--- config.mk ---
export PLATFORM = sky130hd
export DESIGN_NAME = sync_burst_sram_interface
export DESIGN_NICKNAME = d
export VERILOG_FILES = /design/src/design/sbs_pkg.sv /design/src/design/sbs_ctr_if.sv /design/src/design/sbs_burst_ctr.sv /design/src/design/sync_burst_sram_interface.sv
export SDC_FILE = /design/constraint.sdc
export NUM_CORES = 1
export LEC_CHECK = 0
export ABC_CLOCK_PERIOD_IN_PS = 4900
export BUFFER_PORTS_ARGS = -buffer_cell sky130_fd_sc_hd__buf_2
export CAP_MARGIN = 20
export CORE_MARGIN = 5
export CORE_UTILIZATION = 50
export CTS_CLUSTER_DIAMETER = 150
export DETAILED_ROUTE_END_ITERATION = 8
export HOLD_SLACK_MARGIN = 0.03
export PLACE_DENSITY = 0.87
export SKIP_CTS_REPAIR_TIMING = 1
export SLEW_MARGIN = 20
export SYNTH_ARGS = -nofsm -noshare
export SYNTH_HDL_FRONTEND = slang
export SYNTH_SLANG_ARGS = --single-unit
--- constraint.sdc ---
create_clock -name clk_sys -period 4.9 [get_ports clk_sys]
set_clock_uncertainty 0.05 [all_clocks]
set_input_delay 0.245 -clock clk_sys [delete_from_list [all_inputs] [get_ports clk_sys]]
set_output_delay 0.245 -clock clk_sys [all_outputs]
set_load 0.01 [all_outputs]
--- src/design/sbs_pkg.sv ---
// ****************************************************************
// Shared constants and types
// ****************************************************************
package sbs_pkg;
	localparam int ADDR_W = 20;
	localparam int LANES = 4;
	localparam int LANE_W = 9;
	localparam int DATA_W = LANES * LANE_W;
	localparam int BEAT_W = 2;
	localparam int FIRST_BEAT_CYCLES = 2;
	localparam int NEXT_BEAT_CYCLES = 1;
	localparam logic [BEAT_W-1:0] BEAT_RST = 2'h0;
	localparam logic [LANES-1:0] LANES_NONE = 4'h0;
	localparam logic [LANES-1:0] LANES_ALL = 4'hf;
	localparam logic MODE_LINEAR = 1'b0;
	localparam logic MODE_INTERLEAVED = 1'b1;

	typedef enum logic [2:0] {
		ACC_IDLE = 3'b001,
		ACC_READ = 3'b010,
		ACC_WRITE = 3'b100
	} sbs_acc_e;

	// Lane enables from the write controls, all lanes on a global write
	function automatic logic [LANES-1:0] sbs_lane_we(
		input logic gw_n,
		input logic bwe_n,
		input logic [LANES-1:0] bw_n
	);
		if (!gw_n) begin
			return LANES_ALL;
		end else if (!bwe_n) begin
			return ~bw_n;
		end
		return LANES_NONE;
	endfunction : sbs_lane_we
endpackage : sbs_pkg

--- src/design/sbs_ctr_if.sv ---
`timescale 1ns/1ps
`default_nettype none
// ****************************************************************
// Link between the access logic and the burst counter
// ****************************************************************
interface sbs_ctr_if;
	import sbs_pkg::*;
	logic load;
	logic step;
	logic mode;
	logic [BEAT_W-1:0] start;
	logic [BEAT_W-1:0] low;
	modport ctl (output load, output step, output mode, output start,
		input low);
	modport ctr (input load, input step, input mode, input start,
		output low);
endinterface : sbs_ctr_if
`default_nettype wire

--- src/design/sbs_burst_ctr.sv ---
`timescale 1ns/1ps
`default_nettype none
// ****************************************************************
// Two-bit burst counter
// ****************************************************************
module sbs_burst_ctr
	import sbs_pkg::*;
(
	input wire logic clk_sys,
	input wire logic reset,
	sbs_ctr_if.ctr ctr
);
	typedef struct packed {
		logic [BEAT_W-1:0] start;
		logic [BEAT_W-1:0] beat;
		logic [BEAT_W-1:0] low;
		logic mode;
	} sbs_ctr_s;

	sbs_ctr_s st_q;
	sbs_ctr_s st_d;

	// Load takes the start value, step moves one beat and wraps at four
	always_comb begin
		st_d = st_q;
		if (ctr.load) begin
			st_d.start = ctr.start;
			st_d.beat = BEAT_RST;
			st_d.mode = ctr.mode;
		end else if (ctr.step) begin
			st_d.beat = st_q.beat + 2'h1;
		end
		// Order chosen by the mode level kept with the burst
		if (st_d.mode == MODE_INTERLEAVED) begin
			st_d.low = st_d.start ^ st_d.beat;
		end else begin
			st_d.low = st_d.start + st_d.beat;
		end
	end

	always_ff @(posedge clk_sys or posedge reset) begin
		if (reset) begin
			st_q <= '0;
		end else begin
			st_q <= st_d;
		end
	end

	assign ctr.low = st_q.low;
endmodule : sbs_burst_ctr
`default_nettype wire

--- src/design/sync_burst_sram_interface.sv ---
`timescale 1ns/1ps
`default_nettype none
// Summary of operation
// - Mode high interleaved, low linear order
// - Counter loads first address, makes the rest
// - Capture address only when a strobe active
// - Advance input alone steps the burst
// - All synchronous inputs registered on rising edge
// - Output enable and sleep act without clock
// - Burst timing two, one, one, one clocks
// - Processor strobe ignored while chip select high
// - Global write low writes every byte
// - Byte writes need gate and lane select
// - Counter steps when advance sampled low
module sync_burst_sram_interface
	import sbs_pkg::*;
(
	input wire logic clk_sys,
	input wire logic reset,
	input wire logic [ADDR_W-1:0] addr,
	input wire logic [DATA_W-1:0] wdata,
	input wire logic processor_addr_strobe_n,
	input wire logic controller_addr_strobe_n,
	input wire logic burst_advance_n,
	input wire logic primary_chip_select_n,
	input wire logic depth_chip_select_high,
	input wire logic depth_chip_select_low_n,
	input wire logic [LANES-1:0] byte_lane_write_select_n,
	input wire logic byte_write_gate_n,
	input wire logic global_write_all_n,
	input wire logic burst_mode,
	input wire logic output_enable_n,
	input wire logic sleep_request,
	output logic [ADDR_W-1:0] mem_addr,
	output logic [DATA_W-1:0] mem_wdata,
	output logic [LANES-1:0] mem_lane_we,
	output logic mem_read,
	output logic dq_oe,
	output logic sleep_active
);
	// ****************************************************************
	// State
	// ****************************************************************
	typedef struct packed {
		logic [ADDR_W-1:0] addr;
		logic [DATA_W-1:0] wdata;
		logic ap_n;
		logic ac_n;
		logic adv_n;
		logic ce1_n;
		logic ce2;
		logic ce3_n;
		logic [LANES-1:0] bw_n;
		logic bwe_n;
		logic gw_n;
		logic mode;
	} sbs_in_s;

	typedef struct packed {
		sbs_in_s pin;
		logic sel;
		logic [ADDR_W-1:BEAT_W] base;
		sbs_acc_e acc;
		logic [DATA_W-1:0] wdata;
		logic [LANES-1:0] we;
	} sbs_state_s;

	sbs_state_s st_q;
	sbs_state_s st_d;

	sbs_ctr_if ctr_if ();

	logic ads_p_go;
	logic ads_c_go;
	logic load;
	logic chip_hit;
	logic [LANES-1:0] wr_lanes;

	// ****************************************************************
	// Decode of the registered pins
	// ****************************************************************
	// Strobes are judged on the registered copies so every decision but the sleep gate
	// sits one full cycle behind the pins, giving the fixed first beat
	always_comb begin
		ads_p_go = !st_q.pin.ap_n && !st_q.pin.ce1_n;
		ads_c_go = !st_q.pin.ac_n;
		load = (ads_p_go || ads_c_go) && !sleep_request;
		chip_hit = !st_q.pin.ce1_n && st_q.pin.ce2 && !st_q.pin.ce3_n;
		wr_lanes = sbs_lane_we(st_q.pin.gw_n, st_q.pin.bwe_n,
			st_q.pin.bw_n);
	end

	// Counter control: load on a strobe, step only on advance
	always_comb begin
		ctr_if.load = load && chip_hit;
		ctr_if.step = !load && st_q.sel && !st_q.pin.adv_n;
		ctr_if.start = st_q.pin.addr[BEAT_W-1:0];
		ctr_if.mode = st_q.pin.mode;
	end

	sbs_burst_ctr u_ctr (
		.clk_sys(clk_sys),
		.reset(reset),
		.ctr(ctr_if.ctr)
	);

	// ****************************************************************
	// Next state
	// ****************************************************************
	always_comb begin
		st_d = st_q;
		// Every synchronous pin goes through the input register
		st_d.pin.addr = addr;
		st_d.pin.wdata = wdata;
		st_d.pin.ap_n = processor_addr_strobe_n;
		st_d.pin.ac_n = controller_addr_strobe_n;
		st_d.pin.adv_n = burst_advance_n;
		st_d.pin.ce1_n = primary_chip_select_n;
		st_d.pin.ce2 = depth_chip_select_high;
		st_d.pin.ce3_n = depth_chip_select_low_n;
		st_d.pin.bw_n = byte_lane_write_select_n;
		st_d.pin.bwe_n = byte_write_gate_n;
		st_d.pin.gw_n = global_write_all_n;
		st_d.pin.mode = burst_mode;
		st_d.wdata = st_q.pin.wdata;
		st_d.acc = ACC_IDLE;
		if (sleep_request) begin
			// Sleep drops the selection, a new strobe is needed after
			st_d.sel = 1'b0;
		end else if (load) begin
			st_d.sel = chip_hit;
			if (chip_hit) begin
				st_d.base = st_q.pin.addr[ADDR_W-1:BEAT_W];
				// Processor-strobe cycles always read; writes follow later
				if (ads_p_go || wr_lanes == LANES_NONE) begin
					st_d.acc = ACC_READ;
				end else begin
					st_d.acc = ACC_WRITE;
				end
			end
		end else if (st_q.sel) begin
			if (wr_lanes != LANES_NONE) begin
				st_d.acc = ACC_WRITE;
			end else if (!st_q.pin.adv_n) begin
				st_d.acc = ACC_READ;
			end
		end
		if (st_d.acc == ACC_WRITE) begin
			st_d.we = wr_lanes;
		end else begin
			st_d.we = LANES_NONE;
		end
	end

	always_ff @(posedge clk_sys or posedge reset) begin
		if (reset) begin
			st_q <= '0;
			st_q.acc <= ACC_IDLE;
		end else begin
			st_q <= st_d;
		end
	end

	// ****************************************************************
	// Outputs
	// ****************************************************************
	assign mem_addr = {st_q.base, ctr_if.low};
	assign mem_wdata = st_q.wdata;
	assign mem_lane_we = st_q.we;
	assign mem_read = (st_q.acc == ACC_READ);
	// Drive enable and sleep bypass the clock by intent
	assign dq_oe = !output_enable_n && mem_read && !sleep_request;
	assign sleep_active = sleep_request;
endmodule : sync_burst_sram_interface
`default_nettype wire

==> metrics.yaml, run 1 <==
peakVddDrop_mv: 0.2427
synth_warnings: 0
async_reset_ff_share_pct: 100.0
grt_max_degree: 73
cts_buffers: 17
pin_count: 136
hpwl_um: 5430
top_layer_used: "met4"
synth_cell_type_count: 25
end_kind: "flip-flop"
clock_sinks: 138
cpPeakStageDelay_ns: 0.55
antenna_found_initial: 0
ys_seq_elements: 138
track_usage_pct: 15.52
max_freq_mhz: 390.5
die-area_um2: 10890
area_growth_pct: 36.89
synth_cells: 303
setup_tns_ns: 0
rows: 34
crit_type: "in -> reg"
p_total_mw: 2.765
via_per_inst: 4.502
synth_edf_count: 0
setup_slack_ns: 2.339
hold_viol: 0
fin_crit_sh_pct: 52.27
drv_cap: 0
wl_met1_um: 3104
layout.nets: 537
worstSkewPairLatency_ns: 0.51
startpoint_type: "input port"
cts_max_path_buffers: 2
grt_pass1_vias: 2681
clk_pin_slew_ns: 0.06
p_leak_nw: 3.061
fp.coreArea_um2: 8721
wl_met3_um: 407
grt_pass1_wl_um: 13010
gp_congestion: 0.7909
setup-violations-final: 0
synth_common_cells: "137 x dfrtp_1, 61 x buf_4, 59 x nand2_1, 9 x o21ai_0"
crit_slowest_cell: "or4b_4"
design_area_um2: 6096
rsz0062_at_grt: "no"
routedWlPerCell_um: 15.51
path_cells: "dlygate4sd3_1 -> buf_2 -> or4b_4 -> or2_1 -> nand2_1 -> nand2_1 -> ha_1 -> o211ai_1 -> xnor3_1"
vias: 2629
drc: 0
wl_um: 9056
outcome: "finished clean"
fin_crit_ns: 2.561
met2_length_um: 5388
yosysMostFrequentCell: "dfrtp_1"
yosysTopAreaCellShare_pct: 76.99
die_w_um: 104.4
relSlewSlack_pct: 42.88
pre_cts_slack_ns: 2.419
syn_area_um2: 4453
htree_levels: 4
drt_iter0_drc: 60
antenna_cells: 0
crit_fanout: 24
cts_root_buf: "clkbuf_8"
cp.arrival_ns: 2.89
ant_nets: 0
layout-drive-gt1-share_pct: 36.34
power_density_nw_per_um2: 453.5
yosys.area.top_type: "dfrtp_1"
synth-main-ff-cell: "dfrtp_1"
start_util_pct: 51.06
worst_slew_pin_slew_ns: 0.8567
crit_top_cell: "nand2_1"
report.final.slew_viol_count: 0
synth_area_leaders: "dfrtp_1 77%, buf_4 10%, nand2_1 5.0%"
cts_tree: "done"
avgSynthCellArea_um2: 14.70
die_y_um: 104.4
holdCritPathClass: "reg -> reg"
grt-ovfl-total: 0
critPathRequiredTime_ns: 5.23
drt-pass1-iter-count: 4
placed_area_um2: 4796
portBuffers: 135
synth_fp_nets: 377
timing.hold.ws_ns: 0.2934
ys_seq_area_share_pct: 77.58
-- worst paths after layout --
kind | from | to | slack (ns) | cells after the start
max reg2reg | st_q[71] | u_ctr.ctr.low[1] | 2.38 | 7
max | sleep_request | u_ctr.ctr.low[1] | 2.34 | 9
min | st_d[23] | mem_wdata[19] | 0.29 | 0
min in group asynchronous | reset | st_d[34] | 0.31 | 3
min reg2reg | st_d[23] | mem_wdata[19] | 0.29 | 0
max in group asynchronous | reset | mem_lane_we[0] | 3.22 | 4
-- cell usage in the layout, fill, tap and decap left out, types with 2 or more instances in the layout --
| master | synthesis | final |
|---|---|---|
| and2_1 | 5 | 5 |
| nor2b_1 | 2 | 2 |
| nor2_1 | 4 | 4 |
| o21ai_0 | 9 | 9 |
| clkinvlp_4 | 0 | 3 |
| o211ai_1 | 2 | 2 |
| buf_2 | 0 | 135 |
| clkinv_4 | 0 | 2 |
| clkbuf_16 | 0 | 16 |
| bufinv_16 | 0 | 2 |
| dlygate4sd3_1 | 0 | 71 |
| buf_4 | 61 | 2 |
| inv_8 | 0 | 2 |
| o21a_1 | 2 | 2 |
| nor3b_1 | 2 | 2 |
| dfrtp_1 | 137 | 137 |
| clkbuf_8 | 0 | 2 |
| inv_6 | 0 | 5 |
| nand2_1 | 59 | 59 |
-- state kept, by name (all words and copies together), names as in the netlist --
| register | count |
|---|---|
| u_ctr.st_q | 5 |
| mem_lane_we | 4 |
| ctr_if.start | 2 |
| u_ctr.ctr.low | 2 |
| mem_addr | 18 |
| ctr_if.mode | 1 |
| st_d | 36 |
| st_q | 34 |
| mem_wdata | 36 |
-- worst max-delay path: cells and delay by family --
family / cells / cell delay (ns)
adder cells (fa/ha/maj): 1 / 0.20
AND/OR/NAND/NOR: 4 / 1.39
buffers and inverters: 2 / 0.72
AO/OA/AOI/OAI: 1 / 0.09
XOR/XNOR: 1 / 0.25
-- layer usage --
metal | vias to the layer above | global-route usage (%)
met5 | - | 0
li1 | 1208 | -
met1 | 1312 | 16.00
met2 | 94 | 27.87
met3 | 15 | 5.525
met4 | 0 | 7.123
-- cells by family after synthesis --
logic type,Yosys count,share of synthesized area (%)
compound gates,16,2.613
xor+xnor,2,0.7024
fa+ha+maj,1,0.2809
buf+inv,69,11.13
flops,138,77.58
mux,2,0.4777
simple gates,75,7.221
-- report_power, final --
group | switching, mW | internal, mW
Clock | 0.492 | 0.752
Combinational | 0.124 | 0.123
Sequential | 0.0403 | 1.23
Total | 0.656 | 2.11
-- metrics by stage --
stage | util [%] | instances
after floorplan | - | 303
after global placement | 54.99 | 481
after detailed placement | 54.99 | 481
after CTS | 61.75 | 513
after global routing | 69.90 | 584
final | 69.90 | 584
-- cell type report --
type	instances	area [µm²]
repair buffers	208	1401
well taps	108	135.1
fillers	553	2625
flip-flops and latches	138	3455
inverters	2	12.51
clock inverters	13	157.7
clock buffers	19	431.7
multi-input cells	96	503.0
No activity file was read; power rests on OpenSTA's default activity.
==> run 2, diff against run 1 <==
--- a/config.mk
+++ b/config.mk
@@ -5,15 +5,15 @@
 export SDC_FILE = /design/constraint.sdc
 export NUM_CORES = 1
 export LEC_CHECK = 0
-export ABC_CLOCK_PERIOD_IN_PS = 4900
+export ABC_CLOCK_PERIOD_IN_PS = 2230
 export BUFFER_PORTS_ARGS = -buffer_cell sky130_fd_sc_hd__buf_2
 export CAP_MARGIN = 20
 export CORE_MARGIN = 5
-export CORE_UTILIZATION = 50
+export CORE_UTILIZATION = 45
 export CTS_CLUSTER_DIAMETER = 150
 export DETAILED_ROUTE_END_ITERATION = 8
 export HOLD_SLACK_MARGIN = 0.03
-export PLACE_DENSITY = 0.87
+export PLACE_DENSITY = 0.83
 export SKIP_CTS_REPAIR_TIMING = 1
 export SLEW_MARGIN = 20
 export SYNTH_ARGS = -nofsm -noshare
==> constraint.sdc (replaced) <==
create_clock -name clk_sys -period 2.23 [get_ports clk_sys]
set_clock_uncertainty 0.05 [all_clocks]
set_input_delay 0.1115 -clock clk_sys [delete_from_list [all_inputs] [get_ports clk_sys]]
set_output_delay 0.1115 -clock clk_sys [all_outputs]
set_load 0.01 [all_outputs]
==> run 2 against run 1 <==
Effect of this change: first-iteration DRC count grew 68%; final area is 0.66% higher; combinational power grew 130%; via count increased by 0.91%; routed wire length fell by 1.3%; non-clock buffer count up 4; total power grew 110%; sequential share of layout area decreased by 0.37 points; die area rose by 10%; count of clock-buffer cells in the layout unchanged; core utilization shrank 6.8 points; critical path depth down 4; critical path type is now reg -> reg; largest power group unchanged; highest routed layer unchanged.
==> metrics.yaml, run 2 (synthesis results as in run 1) <==
outcome: "finished clean"
track_usage_pct: 14.29
fillers: 707
grt-ovfl-total: 0
portBuffers: 135
wl_um: 8934
fin_util_pct: 63.07
startpoint_type: "flip-flop"
pin_count: 136
drv_cap: 0
rsz0062_at_grt: "no"
p_leak_nw: 3.051
min_path_cells: 2
reg2reg_depth: 5
critPathRequiredTime_ns: 2.62
peakVddDrop_mv: 0.6346
cts_tree: "done"
crit_family: "simple AND/OR/NAND/NOR gates"
fin_crit_sh_pct: 94.24
end_kind: "flip-flop"
path_cells: "or4b_4 -> or2_1 -> buf_4 -> a2111oi_4 -> and2_1"
grt_max_degree: 55
max_freq_mhz: 475.9
drt-pass1-iter-count: 4
drt_iter0_drc: 101
power_density_nw_per_um2: 953.7
die_w_um: 109.5
report.final.slew_viol_count: 0
start_util_pct: 45.77
cpPeakStageDelay_ns: 0.57
layout_common_cells: "137 x dfrtp_1, 135 x buf_2, 71 x dlygate4sd3_1"
worstSkewPairLatency_ns: 0.50
layout-drive-gt1-share_pct: 36.90
cts_root_buf: "clkbuf_8"
clock_sinks: 138
layout.nets: 541
final_common_cell: "dfrtp_1"
drc: 0
gp_congestion: 0.7058
crit_fanout: 5
cp_num_buf_inv: 1
cp.arrival_ns: 2.49
crit_type: "reg -> reg"
worst_slew_pin_slew_ns: 0.7597
fin_crit_ns: 2.101
ant_nets: 0
holdCritPathClass: "in -> reg"
cp_num_cells: 5
hpwl_um: 5546
hold_viol: 0
setup_tns_ns: 0
relSlewSlack_pct: 49.25
via_per_inst: 4.342
die-area_um2: 11980
antenna_found_initial: 0
crit_slowest_cell: "or4b_4"
htree_levels: 4
p_total_mw: 5.852
vias: 2653
setup-violations-final: 0
grt_pass1_vias: 2553
fp.coreArea_um2: 9729
grt_pass1_wl_um: 12520
routedWlPerCell_um: 14.62
clk_pin_slew_ns: 0.06
area_growth_pct: 37.79
cts_buffers: 17
die_y_um: 109.5
rows: 36
cts_max_path_buffers: 2
==> run 2: changes by cell type in the layout (fill, tap and decap cells not counted), sizes merged <==
cell      previous run  this run
bufinv               2         1
inv                  8         2
clkinvlp             3         7
diode                0         1
buf                137       141
==> run 2: where the power goes <==
part / internal [mW] / total, mW / leakage (nW) / switching (mW)
registers: 2.71 / 2.79 / 1.65 / 0.0826
clock network: 1.52 / 2.50 / 0.246 / 0.981
logic: 0.280 / 0.560 / 1.16 / 0.280
total: 4.51 / 5.85 / 3.05 / 1.34
==> run 2: metrics by stage <==
stage | setup slack, ns | instances | cell area [µm²] | hold WS, ns
2_1_floorplan | 0.01315 | 303 | 4458 | 0.09293
3_3_place_gp | 0.2262 | 510 | 4883 | 0.1689
3_5_place_dp | 0.1507 | 510 | 4883 | 0.1708
4_1_cts | 0.1374 | 539 | 5423 | -0.3679
5_1_grt | 0.0003952 | 610 | 6133 | 0.1682
6_report | 0.1285 | 611 | 6136 | 0.1943
==> run 2: metal layers <==
metal	vias to the layer above	share of wire, %	GRT usage [%]
met2	92	55	23.06
li1	1213	-	-
met1	1339	36	15.68
met3	9	8.2	7.986
met5	-	0	0
met4	0	0.95	5.699
==> run 2: worst paths after layout <==
| path | startpoint | endpoint | slack [ns] |
|---|---|---|---|
| min in group asynchronous | reset | mem_wdata[18] | 0.24 |
| max | st_q[71] | mem_lane_we[2] | 0.13 |
| min reg2reg | st_d[11] | mem_wdata[7] | 0.30 |
| max reg2reg | st_q[71] | mem_lane_we[2] | 0.13 |
| min | wdata[14] | st_d[18] | 0.19 |
| max in group asynchronous | reset | st_q[40] | 1.14 |
==> run 2: cell type report <==
type                    count  area [µm²]  area share (%)
flip-flops and latches    138        3455           56.30
repair buffers            212        1456           23.74
multi-input cells          96       505.5           8.238
clock buffers              19       441.7           7.198
well taps                 133       166.4           2.712
clock inverters            10       97.59           1.591
inverters                   2       11.26          0.1835
diodes                      1       2.502         0.04078
==> run 2: worst register-to-register path: cells and delay by family (launching register included) <==
kind	cells	cell delay (ns)
buffers and inverters	1	0.17
AO/OA/AOI/OAI	1	0.39
AND/OR/NAND/NOR	3	1.04
flip-flops	1	0.40
==> run 3, diff against run 2 <==
==> constraint.sdc (replaced) <==
create_clock -name clk_sys -period 2.23 [get_ports clk_sys]
set_clock_uncertainty 0.05 [all_clocks]
set_input_delay 0.223 -clock clk_sys [delete_from_list [all_inputs] [get_ports clk_sys]]
set_output_delay 0.223 -clock clk_sys [all_outputs]
set_load 0.01 [all_outputs]
==> run 3 against run 2 <==
Effect of this change: global-route usage decreased by 0.37 points; worst hold slack got worse by 0.13 ns; sequential share of layout area decreased by 0.069 points; final area increased by 0.12%; setup slack got worse by 0.020 ns; critical path depth unchanged; highest routed layer unchanged; sequential power about the same; core utilization increased by 0.077 points; maximum frequency decreased by 0.96%; via count decreased by 1.3%; total power increased by 2.7%; non-clock buffer count decreased by 3.
==> metrics.yaml, run 3 (synthesis results as in run 1) <==
vias: 2618
grt_max_degree: 139
cpPeakStageDelay_ns: 0.57
drt_iter0_drc: 66
worstSkewPairLatency_ns: 0.51
layout.nets: 538
die-area_um2: 11980
antenna_cells: 0
power.switching_mw: 1.386
placed_area_um2: 4848
ant_nets: 0
clockPowerShare_pct: 44.2
die_y_um: 109.5
grt_pass1_vias: 2485
hpwl_um: 5322
gp_congestion: 0.6953
clk_pin_slew_ns: 0.06
p_leak_nw: 3.068
holdCritPathClass: "in -> reg"
routedWlPerCell_um: 14.32
die_w_um: 109.5
start_util_pct: 45.77
crit_slowest_cell: "or4b_4"
outcome: "finished clean"
cts_buffers: 17
cp.arrival_ns: 2.52
end_kind: "flip-flop"
pwr-share-seq_pct: 46.5
setup-violations-final: 0
hold_viol: 0
r2r_slack_ns: 0.11
area_growth_pct: 37.96
htree_levels: 4
cp_num_buf_inv: 1
portBuffers: 135
max_freq_mhz: 471.3
layout-drive-gt1-share_pct: 36.90
peakVddDrop_mv: 0.6693
relSlewSlack_pct: 55.10
p_total_mw: 6.007
design_area_um2: 6143
fin_crit_sh_pct: 95.15
path_cells: "or4b_4 -> or2_4 -> buf_8 -> a2111oi_4 -> and2_1"
drt-pass1-iter-count: 4
grt_pass1_wl_um: 12000
worst_slew_pin_slew_ns: 0.6735
rows: 36
final_common_cell: "dfrtp_1"
cts_max_path_buffers: 2
grt-ovfl-total: 0
crit_family: "simple AND/OR/NAND/NOR gates"
crit_fanout: 23
fp.coreArea_um2: 9729
antenna_found_initial: 0
power_frac_comb_pct: 9.3
fin_crit_ns: 2.122
p_int_mw: 4.621
pin_count: 136
track_usage_pct: 13.92
rsz0062_at_grt: "no"
wl_um: 8735
cts_root_buf: "clkbuf_8"
report.final.slew_viol_count: 0
clock_sinks: 138
drc: 0
power_density_nw_per_um2: 977.8
drv_cap: 0
setup_tns_ns: 0
critPathRequiredTime_ns: 2.63
via_per_inst: 4.292
p_sw_share_pct: 23.07
startpoint_type: "flip-flop"
fin_util_pct: 63.14
cts_tree: "done"
layout_common_cells: "137 x dfrtp_1, 135 x buf_2, 70 x dlygate4sd3_1"
timing.hold.ws_ns: 0.06268
crit_type: "reg -> reg"
## run 3: stage by stage
stage	worst slack, ns	cells
after floorplan	0.01315	303
after global placement	0.1755	507
after detailed placement	0.09547	507
after CTS	0.05964	539
after global routing	0.006765	610
final	0.1082	610
## run 3: final timing paths
check,start,to,depth (start not counted)
setup / recovery,st_q[71],mem_lane_we[3],5
hold / removal,sleep_request,mem_lane_we[0],3
setup reg to reg,st_q[71],mem_lane_we[3],5
hold reg to reg,st_d[32],mem_wdata[28],0
max in group asynchronous,reset,mem_wdata[8],4
min in group asynchronous,reset,mem_addr[18],4
## run 3: routing by layer
metal	routed length (µm)	up-vias	GRT usage [%]
li1	-	1214	-
met1	3102	1300	14.17
met2	4792	95	22.89
met3	737	9	9.336
met4	102	0	4.809
met5	0	-	0
## run 3: power groups by stage
stage | logic (mW) | registers (mW) | clock network (mW)
3_5_place_dp | 0.469 | 2.83 | 0
5_1_grt | 0.619 | 2.81 | 2.86
4_1_cts | 0.471 | 2.79 | 2.72
2_1_floorplan | 0.394 | 2.81 | 0
6_report | 0.558 | 2.79 | 2.66
3_3_place_gp | 0.444 | 2.83 | 0
## run 3: final cells by class
cell class,instances,area (µm²)
Timing Repair Buffer,209,1426
Multi-Input combinational cell,96,508.0
Inverter,2,11.26
Clock buffer,20,435.4
Tap cell,133,166.4
Sequential cell,138,3455
Fill cell,702,3586
Clock inverter,12,141.4
## run 3: tightest hold or removal path, cell delays in order
cell and delay [ns]:
buf_2 0.17, a2111oi_4 0.06, and2_1 0.13
